==> src/core/usbis_pkg.sv <==
// Package of constants and types for the USB device interrupt status block
package usbis_pkg;

	localparam int ADDR_W = 4;
	localparam int DATA_W = 32;

	// Register offsets (byte addresses)
	localparam logic [3:0] OFS_STATUS = 4'h0;
	localparam logic [3:0] OFS_CLEAR  = 4'h4;

	// Flag positions in the status and clear registers
	localparam int BIT_FRAME_START   = 2;
	localparam int BIT_BUS_RESET_END = 12;
	localparam int BIT_WAKEUP        = 13;
	localparam int BIT_EXT_RESUME    = 10;

	// Reset values of the flags; wake-up is cleared by software before use
	localparam logic RST_FLAG   = 1'b0;
	localparam logic RST_WAKEUP = 1'b0;

	localparam logic [31:0] RD_ZERO = 32'h0000_0000;

	// Endpoint 0 readiness states
	typedef enum logic [1:0] {
		USBIS_EP0_IDLE  = 2'b00,
		USBIS_EP0_RESET = 2'b01,
		USBIS_EP0_READY = 2'b10
	} usbis_ep0_e;

	// Bus events presented to the flags
	typedef struct packed {
		logic ext_resume;
		logic frame_start;
		logic bus_reset_end;
		logic wakeup;
	} usbis_ev_s;

endpackage

==> src/core/usbis_flag.sv <==
// One sticky status flag: set by an event, cleared by software
`timescale 1ns/1ps
module usbis_flag #(
	parameter logic RST_VAL = 1'b0
) (
	input  wire logic clk,
	input  wire logic rst_n,
	input  wire logic set,
	input  wire logic clr,
	output logic      flag
);
	logic next_flag;

	always_comb begin
		next_flag = flag;
		if (set) begin
			next_flag = 1'b1;
		end else if (clr) begin
			next_flag = 1'b0;
		end
	end

	always_ff @(posedge clk or negedge rst_n) begin
		if (!rst_n) begin
			flag <= RST_VAL;
		end else begin
			flag <= next_flag;
		end
	end
endmodule // usbis_flag

==> src/core/usbis_top.sv <==
// USB device port interrupt status flags with a small register port
//
// Operation
// External resume flag reads 1 once raised, 0 while none pending.
// Frame-start flag sets on each start-of-frame token detected.
// Bus-reset-end flag sets when a bus reset sequence completes.
// After bus reset end, endpoint 0 is ready for requests.
// Wake-up flag sets on host resume or reset since last clear.
// Software clears wake-up flag by writing one before relying on it.
// Flags stay set until cleared by writing one; set beats clear.
//
// The placing of the registers and the plain strobed port were decided locally.
`timescale 1ns/1ps
module usbis_top (
	input  wire logic        REF_CLK,
	input  wire logic        NRST,
	input  wire logic [3:0]  ADDR,
	input  wire logic [31:0] WDATA,
	input  wire logic        WR,
	input  wire logic        RD,
	output logic      [31:0] RDATA,
	input  wire logic        EXT_RESUME,
	input  wire logic        SOF_DETECTED,
	input  wire logic        BUS_RESET,
	input  wire logic        HOST_RESUME,
	output logic             EP0_READY
);
	usbis_pkg::usbis_ev_s   ev;
	usbis_pkg::usbis_ev_s   clr;
	usbis_pkg::usbis_ev_s   flags;
	usbis_pkg::usbis_ep0_e  ep0_state;
	usbis_pkg::usbis_ep0_e  next_ep0_state;
	logic                   bus_reset_d;
	logic                   next_bus_reset_d;
	logic [31:0]            next_rdata;
	logic                   wr_clear;

	function automatic logic [31:0] pack_flags(input usbis_pkg::usbis_ev_s f);
		logic [31:0] v;
		v = usbis_pkg::RD_ZERO;
		v[usbis_pkg::BIT_EXT_RESUME]    = f.ext_resume;
		v[usbis_pkg::BIT_FRAME_START]   = f.frame_start;
		v[usbis_pkg::BIT_BUS_RESET_END] = f.bus_reset_end;
		v[usbis_pkg::BIT_WAKEUP]        = f.wakeup;
		return v;
	endfunction

	function automatic logic addr_hit(input logic [3:0] a, input logic [3:0] ofs);
		return a == ofs;
	endfunction

	// End of bus reset is the falling edge of the reset indication
	always_comb begin
		next_bus_reset_d = BUS_RESET;
	end

	always_ff @(posedge REF_CLK or negedge NRST) begin
		if (!NRST) begin
			bus_reset_d <= 1'b0;
		end else begin
			bus_reset_d <= next_bus_reset_d;
		end
	end

	always_comb begin
		ev.ext_resume    = EXT_RESUME;
		ev.frame_start   = SOF_DETECTED;
		ev.bus_reset_end = bus_reset_d && !BUS_RESET;
		ev.wakeup        = HOST_RESUME || BUS_RESET;
	end

	always_comb begin
		wr_clear = WR && addr_hit(ADDR, usbis_pkg::OFS_CLEAR);
		clr.ext_resume    = wr_clear && WDATA[usbis_pkg::BIT_EXT_RESUME];
		clr.frame_start   = wr_clear && WDATA[usbis_pkg::BIT_FRAME_START];
		clr.bus_reset_end = wr_clear && WDATA[usbis_pkg::BIT_BUS_RESET_END];
		clr.wakeup        = wr_clear && WDATA[usbis_pkg::BIT_WAKEUP];
	end

	usbis_flag #(.RST_VAL(usbis_pkg::RST_FLAG)) u_ext_resume (
		.clk  (REF_CLK),
		.rst_n(NRST),
		.set  (ev.ext_resume),
		.clr  (clr.ext_resume),
		.flag (flags.ext_resume)
	);

	usbis_flag #(.RST_VAL(usbis_pkg::RST_FLAG)) u_frame_start (
		.clk  (REF_CLK),
		.rst_n(NRST),
		.set  (ev.frame_start),
		.clr  (clr.frame_start),
		.flag (flags.frame_start)
	);

	usbis_flag #(.RST_VAL(usbis_pkg::RST_FLAG)) u_bus_reset_end (
		.clk  (REF_CLK),
		.rst_n(NRST),
		.set  (ev.bus_reset_end),
		.clr  (clr.bus_reset_end),
		.flag (flags.bus_reset_end)
	);

	usbis_flag #(.RST_VAL(usbis_pkg::RST_WAKEUP)) u_wakeup (
		.clk  (REF_CLK),
		.rst_n(NRST),
		.set  (ev.wakeup),
		.clr  (clr.wakeup),
		.flag (flags.wakeup)
	);

	// Endpoint 0 readiness follows the bus reset sequence
	always_comb begin
		next_ep0_state = ep0_state;
		case (ep0_state)
			usbis_pkg::USBIS_EP0_IDLE: begin
				if (BUS_RESET) begin
					next_ep0_state = usbis_pkg::USBIS_EP0_RESET;
				end
			end
			usbis_pkg::USBIS_EP0_RESET: begin
				if (!BUS_RESET) begin
					next_ep0_state = usbis_pkg::USBIS_EP0_READY;
				end
			end
			usbis_pkg::USBIS_EP0_READY: begin
				if (BUS_RESET) begin
					next_ep0_state = usbis_pkg::USBIS_EP0_RESET;
				end
			end
			default: begin
				next_ep0_state = usbis_pkg::USBIS_EP0_IDLE;
			end
		endcase
	end

	always_ff @(posedge REF_CLK or negedge NRST) begin
		if (!NRST) begin
			ep0_state <= usbis_pkg::USBIS_EP0_IDLE;
		end else begin
			ep0_state <= next_ep0_state;
		end
	end

	// Read data stand only in the cycle after the read strobe
	always_comb begin
		next_rdata = usbis_pkg::RD_ZERO;
		if (RD) begin
			if (addr_hit(ADDR, usbis_pkg::OFS_STATUS)) begin
				next_rdata = pack_flags(flags);
			end else begin
				next_rdata = usbis_pkg::RD_ZERO;
			end
		end
	end

	always_ff @(posedge REF_CLK or negedge NRST) begin
		if (!NRST) begin
			RDATA <= usbis_pkg::RD_ZERO;
		end else begin
			RDATA <= next_rdata;
		end
	end

	assign EP0_READY = (ep0_state == usbis_pkg::USBIS_EP0_READY);

endmodule // usbis_top

==> config.mk <==
export PLATFORM = sky130hd
export DESIGN_NAME = usbis_top
export DESIGN_NICKNAME = d
export VERILOG_FILES = /design/src/core/usbis_pkg.sv /design/src/core/usbis_flag.sv /design/src/core/usbis_top.sv
export SDC_FILE = /design/constraint.sdc
export NUM_CORES = 1
export LEC_CHECK = 0
export ABC_AREA = 1
export BUFFER_PORTS_ARGS = -buffer_cell sky130_fd_sc_hd__clkbuf_2
export CORE_AREA = 3 3 50 52
export DETAILED_ROUTE_END_ITERATION = 8
export DIE_AREA = 0 0 53 55
export GPL_ROUTABILITY_DRIVEN = 0
export PLACE_DENSITY = 0.78
export SLEW_MARGIN = 10
export SYNTH_ARGS = -nofsm -noshare
export SYNTH_HDL_FRONTEND = slang
export SYNTH_SLANG_ARGS = --single-unit
==> constraint.sdc <==
create_clock -name REF_CLK -period 0.8 [get_ports REF_CLK]
set_input_delay 0.16 -clock REF_CLK [delete_from_list [all_inputs] [get_ports REF_CLK]]
set_output_delay 0.16 -clock REF_CLK [all_outputs]
set_load 0.02 [all_outputs]
# --- Word-level counts from Yosys, hierarchy flattened ---
# Cells that the tools add are included.
totals:
  register_bits: 39
  word_cells: 41
op_classes:
  n_reduce_logical: 16
  n_eq_ne: 5
  mux: 13
op_table:
  columns: ["op", "count"]
  rows:
  - ["$mux 14", 2]
  - ["$mux 1", 8]
  - ["$reduce_bool 2->1", 4]
  - ["$logic_and 1x1->1", 6]
  - ["$eq 4x3->1 const B", 1]
  - ["$logic_not 4->1", 1]
  - ["$mux 2", 2]
  - ["$pmux 2 s2", 1]
  - ["$eq 2x1->1 const B", 1]
  - ["$eq 2x2->1 const B", 1]
  - ["$logic_not 2->1", 1]
  - ["$ne 2x1->1 const B", 1]
  - ["$ne 2x2->1 const B", 1]
  - ["$reduce_and 2->1", 1]
  - ["$reduce_or 2->1", 1]
  - ["$logic_not 1->1", 1]
  - ["$logic_or 1x1->1", 1]

# --- Longest topological paths before layout ---
# Gate-level depths: netlist of the first run.
depth:
  word_depth: 5
  mapped_depth: 5

# --- Modules after synthesis ---
# Synthesis of the first run repeated with hierarchy kept, for this count alone.
hier_totals:
  cells_unflattened: 90
  hier_area_um2: 689.4
by_module_without_submodules:
  columns: ["mod", "area_each_um2", "cells_each", "n_inst"]
  rows:
  - ["usbis_top", 529.3, 70, 1]
  - ["usbis_flag", 40.0, 5, 4]

# --- Least setup slack after synthesis of the first run ---
# OpenSTA, ideal clock, no wires.
synth_timing:
  kind: "register -> output"
  from: "register ep0_state[0]"
  to: "output EP0_READY"
  stages_incl_launch_ff: 2
  n_path_buf: 0
  t_arrival_ns: 0.687
  path_slack_ns: -0.047
  path_cell_list: "dfrtp_1 -> nor2_1"
synth_between:
  elab_chain_cells: 1
synth_lines:
  columns: ["element", "line", "source"]
  rows:
  - ["from (decl)", "usbis_top.sv:31", "usbis_pkg::usbis_ep0_e ep0_state;"]
  - ["from (signal assigned)", "usbis_top.sv:139", "ep0_state <= usbis_pkg::USBIS_EP0_IDLE;"]
  - ["from (signal assigned)", "usbis_top.sv:141", "ep0_state <= next_ep0_state;"]
  - ["$eq 2x2->1", "usbis_top.sv:165", "assign EP0_READY = (ep0_state == usbis_pkg::USBIS_EP0_READY);"]
  - ["to (decl)", "usbis_top.sv:26", "output logic EP0_READY"]
# Every way passes these cells.

# --- Worst setup path after layout of the first run ---
layout_timing:
  from: "register ep0_state[1]"
  to: "output EP0_READY"
# The elaborated chain is that of the path after synthesis.

==> results of run 1 <==
[stage by stage]
stage	utilization	setup slack, ns
6_report	0.365	-0.264
5_1_grt	0.365	-0.313
4_1_cts	0.347	-0.280
3_5_place_dp	0.315	-0.0360
3_3_place_gp	0.315	-0.0257
2_1_floorplan	-	0.0269
[metal layers]
metal / GRT usage / share of wire / routed length [um]
met1: 0.0748 / 0.35 / 357
met2: 0.124 / 0.51 / 515
met3: 0.0536 / 0.13 / 135
met4: 0.00851 / 0 / 0
met5: 0 / 0 / 0
[worst reg2reg max path: cells and delay by family (launching register included)]
| family | cells | cell delay, ns |
|---|---|---|
| flops | 1 | 0.39 |
| buf+inv | 2 | 0.25 |
| xor+xnor | 1 | 0.14 |
| simple gates | 1 | 0.06 |
[what timing repair did]
action | 4_1_cts | 5_1_grt
hold buffers | 1 | 0
endpoints found under the hold margin | 11 | 0
gates resized for setup | 3 | 14
pin swaps | 1 | 3
endpoints found under the setup margin | 5 | 6
setup buffers | 2 | 2
[cells in the mapped netlist]
cell type  number  area (um2)
buf_4          28         210
xnor2_1         1        8.76
conb_1          1        3.75
nor2_1          8        30.0
a21oi_1         1        5.00
nand4_1         4        25.0
nand2_1         9        33.8
nand3_2         1        10.0
nor2_2          2        12.5
dfrtp_1        11         275
inv_1           9        33.8
[cell usage in the layout (no fill, tap or decap), types with 3 or more instances in the layout]
cell / n
nand4_1: 4
nand2_1: 9
buf_6: 5
dfrtp_1: 11
inv_1: 9
conb_1: 28
clkbuf_4: 3
clkbuf_2: 15
nor2_2: 3
nor2_1: 7
[flip-flops by register name, summed over array words and instances, names as in the netlist]
name and cells:
RDATA 4, bus_reset_d 1, ep0_state 2, u_bus_reset_end.flag 1, u_ext_resume.flag 1, u_frame_start.flag 1
u_wakeup.flag 1
[cell type report]
cell class,instances,area [um2]
Sequential cell,11,275
Inverter,9,33.8
Timing Repair Buffer,24,170
Multi-Input combinational cell,54,244
Tap cell,28,35.0
Fill cell,225,1360
Clock buffer,4,26.3
[where the power goes]
| group | internal (W) | switching [W] | total [W] |
|---|---|---|---|
| clock network | 0.000192 | 0.000166 | 0.000358 |
| registers | 0.000576 | 0.00000963 | 0.000586 |
| logic | 0.0000952 | 0.000200 | 0.000295 |
[kinds of logic (layout without fill, tap and decap cells)]
family,Yosys count,count (layout),synth area share
compound gates,1,1,0.00771
xor+xnor,1,1,0.0135
buf+inv,37,37,0.376
flops,11,11,0.425
other cells,1,28,0.00579
simple gates,24,24,0.172
[path summary, 6_finish.rpt]
| kind | end | from | depth (start not counted) |
|---|---|---|---|
| max | EP0_READY | ep0_state[1]$_DFFE_PN0P_ | 3 |
| min | bus_reset_d$_DFF_PN0_ | BUS_RESET | 1 |
| max reg2reg | ep0_state[1]$_DFFE_PN0P_ | ep0_state[0]$_DFFE_PN0P_ | 4 |
| min reg2reg | u_bus_reset_end.flag$_DFFE_PN0P_ | bus_reset_d$_DFF_PN0_ | 2 |
| max in group asynchronous | u_bus_reset_end.flag$_DFFE_PN0P_ | NRST | 2 |
| min in group asynchronous | u_frame_start.flag$_DFFE_PN0P_ | NRST | 2 |
==> flow_summary.ini, run 1 <==
[routing]
post_drt_wl_per_cell_um = 7.75
viasPerCell = 3.38
first_pass_iters = 3
ant_nets = 0
drt_wl_total_mm = 1.01
drcViolationCount = 0
drt_iter0_drc = 3
vias = 440

[timing]
skew_ns = 0.00291
drv_slew = 0
layout_setup_ws_ns = -0.264
hold_viol_final = 0
setup_violations = 7
fmax_mhz = 940
hold_ws_ns = 0.0437
rsz0062_at_grt = yes
fin_setup_tns_ns = -0.887
fin_crit_sh = 1.33
fin_crit_ns = 1.06

[setup_path]
crit_arrival_ns = 0.90
crit_buf_inv = 2
slowest_stage = dfrtp_1
path_cells = inv_1, nor2_2, clkbuf_8
critPathMaxFanout = 2
cp-start-kind = flop
rrSetupSlack_ns = -0.15
critPathRequiredTime_ns = 0.64
critPathKind = flop to output port
worst_setup_path_end_kind = output port
slowest_delay_ns = 0.34
critical-path-top-delay-family = flip-flops

[placement]
placement.io_buffers = 20
place_inst = 122
dpl.hpwl_um = 841
postPlaceCellArea_um2 = 677

[die]
die_h_um = 55
start_util = 0.302
num_io_pins = 77
die_x_um = 53
die_area_um2 = 2920
core_um2 = 2150
placementRows = 17

[synthesis]
synth-seq-cells = 11
synthCells = 75
yosysSeqAreaShare = 0.425
synth.distinct_cells = 11
synth_area_um2 = 648
synth.avg_cell_area_um2 = 8.64
yosysWarnings = 0

[global_route]
grt_pass1_wl_mm = 1.48
overflow = 0
grt_max_degree = 12
track_usage = 0.0729
antenna_found_initial = 0
grt_pass1_vias = 376

[outcome]
violations = setup timing
status = finished with violations

[layout]
final_cell_count_no_fill = 130
fin_area_um2 = 785
drive_gt1_frac = 0.314
diodes = 0
area_growth_pct = 21.0
fin_nets = 147

[clock_tree]
clockRootBuffer = clkbuf_4
htreeDepth = 1
clk_pin_slew_ns = 0.06
tritoncts = yes
numClockSinks = 11
clock_path_buffers = 2
numCtsBuffers = 3
clkLatencyLatePin_ns = 0.26

[pwr]
power.leakage_nw = 0.483
irDropWorstVdd_mv = 0.967
power_w = 0.00124
p_per_area_nw_per_um2 = 1580

[hold_path]
hp-class = primary input to flop

[job]
maxCapViolations = 0
No activity file was read; power rests on OpenSTA's default activity.
==> run 2: changes to the inputs <==
ABC_AREA = not set   (was 1)
SLEW_MARGIN = 40   (was 10)
==> run 2 against run 1 <==
The flow still finishes with violations (setup timing). Sequential cell count unchanged. Worst setup slack got worse by 0.019 ns. Via count increased by 7.0%. Non-clock buffer count increased by 1. Count of clock-buffer cells in the layout unchanged.
==> flow_summary.ini, run 2 <==
[timing]
skew_ns = 0.00177
setup_violations = 8
rsz0062_at_grt = yes
drv_slew = 0
fin_crit_ns = 1.08
hold_ws_ns = 0.149
hold_viol_final = 0
layout_setup_ws_ns = -0.283
fin_crit_sh = 1.35
fmax_mhz = 924

[clock_tree]
numClockSinks = 11
clock_path_buffers = 2
clk_pin_slew_ns = 0.07
htreeDepth = 1
clkLatencyLatePin_ns = 0.27
tritoncts = yes
clockRootBuffer = clkbuf_4
numCtsBuffers = 3

[outcome]
status = finished with violations
violations = setup timing

[layout]
final_common_cell = conb_1
fin_nets = 137
largest_register = RDATA
diodes = 0
final-seq-area_um2 = 275
multi_input_area_um2 = 313
largest_registers = RDATA (4), ep0_state (2)
final_cell_count_no_fill = 120
drive_gt1_frac = 0.370
final_util = 0.386
area_growth_pct = 22.6
fill_cells = 211
final_cell_mix = 28 x conb_1, 15 x clkbuf_2, 11 x dfrtp_1
largest_reg_flops = 4

[setup_path]
r2r_cells = 3
path_cells = nor2b_4, buf_8
critPathKind = flop to output port
worst_setup_path_end_kind = output port
crit_buf_inv = 1
critical-path-top-delay-family = flip-flops
crit_arrival_ns = 0.92
critPathRequiredTime_ns = 0.64
slowest_delay_ns = 0.41
path_depth = 2
critPathMaxFanout = 2
cp-start-kind = flop
slowest_stage = dfrtp_1

[die]
die_area_um2 = 2920
placementRows = 17
num_io_pins = 77
start_util = 0.315
die_h_um = 55
core_um2 = 2150
die_x_um = 53

[synthesis]
synth.distinct_cells = 17
yosysTopAreaCell = dfrtp_1
netlist.area_leader.share = 0.407
yosysMostFrequentCell = buf_4
synth_edf_count = 0
synth_area_um2 = 676
synth.avg_cell_area_um2 = 10.6
yosys-top-cells-area = dfrtp_1 41%, buf_4 31%, and4b_1 8.9%
yosysWarnings = 0
async_flop_share = 1.00
synthCells = 64
ys.flop_type = dfrtp_1
yosysSeqAreaShare = 0.407
ys_top_cells_by_count = 28 x buf_4, 11 x dfrtp_1, 6 x and4b_1
synth-seq-cells = 11

[placement]
placement.io_buffers = 20
place_worst_setup_slack_ns = -0.0845
place_inst = 113
dpl.hpwl_mm = 1.02

[routing]
ant_nets = 0
drt_iter0_drc = 2
drcViolationCount = 0
post_drt_wl_per_cell_um = 10.6
first_pass_iters = 3
drt_wl_total_mm = 1.28
vias = 471
viasPerCell = 3.93

[global_route]
grt_pass1_wl_mm = 1.75
antenna_found_initial = 0
overflow = 0
grt_pass1_vias = 402
track_usage = 0.0845
grt_max_degree = 12

[job]
maxCapViolations = 0

[pwr]
p_per_area_nw_per_um2 = 1540
irDropWorstVdd_mv = 0.685
power.leakage_nw = 0.441

[hold_path]
hold_depth = 3
hp-class = primary input to flop
-- run 2: cell types whose count changed in the layout (fill, tap and decap cells not counted), sizes merged, moves of 2 or more --
cell    change
nand2       -9
and4b       +6
a21oi       +2
nor3        +2
nor2        -7
inv         -8
buf         +2
nand2b      +2
nand4       -4
-- run 2: metal layers --
layer / part of all wire / vias up / track usage / routed length (um)
li1: - / 217 / - / -
met1: 0.35 / 218 / 0.0917 / 447
met2: 0.51 / 34 / 0.151 / 653
met3: 0.12 / 2 / 0.0188 / 155
met4: 0.015 / 0 / 0.0511 / 19
met5: 0 / - / 0 / 0
-- run 2: through the flow --
| stage | TNS, ns | total power (W) | cell area (um2) |
|---|---|---|---|
| 2_1_floorplan | 0 | 0.000868 | 779 |
| 3_3_place_gp | -0.378 | 0.000848 | 719 |
| 3_5_place_dp | -0.563 | 0.000854 | 719 |
| 4_1_cts | -0.934 | 0.00127 | 798 |
| 5_1_grt | -1.11 | 0.00133 | 828 |
| 6_report | -0.908 | 0.00127 | 828 |
-- run 2: cell families (layout without fill, tap and decap cells) --
group,count (synthesis),count (layout),synth area share
simple gates,16,16,0.196
xor+xnor,1,1,0.0130
flops,11,11,0.407
other cells,1,28,0.00555
compound gates,6,6,0.0611
buf+inv,29,30,0.317
-- run 2: final cells by class --
type	instances	area share
Clock buffer	4	0.0317
Inverter	1	0.00453
Multi-Input combinational cell	51	0.378
Sequential cell	11	0.332
Tap cell	28	0.0423
Timing Repair Buffer	25	0.211
-- run 2: timing repair --
action	4_1_cts	5_1_grt
pin swaps	1	0
gates resized for setup	6	14
hold buffers	1	0
endpoints found under the setup margin	7	9
hold endpoints to repair	11	0
buffers inserted	2	0
-- run 2: worst paths after layout --
check | startpoint | endpoint | slack [ns]
min | SOF_DETECTED | u_frame_start.flag$_DFFE_PN0P_ | 0.15
max in group asynchronous | NRST | u_bus_reset_end.flag$_DFFE_PN0P_ | 0.28
max reg2reg | ep0_state[0]$_DFFE_PN0P_ | ep0_state[1]$_DFFE_PN0P_ | -0.05
min in group asynchronous | NRST | RDATA[12]$_DFF_PN0_ | 0.30
min reg2reg | bus_reset_d$_DFF_PN0_ | u_bus_reset_end.flag$_DFFE_PN0P_ | 0.50
max | ep0_state[0]$_DFFE_PN0P_ | EP0_READY | -0.28
-- run 2: where the power goes --
part | leakage, nW | total (W) | switching [W] | internal, W
combinational | 0.299 | 0.000312 | 0.000204 | 0.000108
sequential | 0.127 | 0.000585 | 0.0000110 | 0.000574
clock | 0.0150 | 0.000377 | 0.000184 | 0.000193
total | 0.441 | 0.00127 | 0.000399 | 0.000875
-- run 2: tightest hold or removal path, stage by stage --
cell,delay [ns]
clkbuf_2,0.09
nor2_1,0.08
a21oi_1,0.05
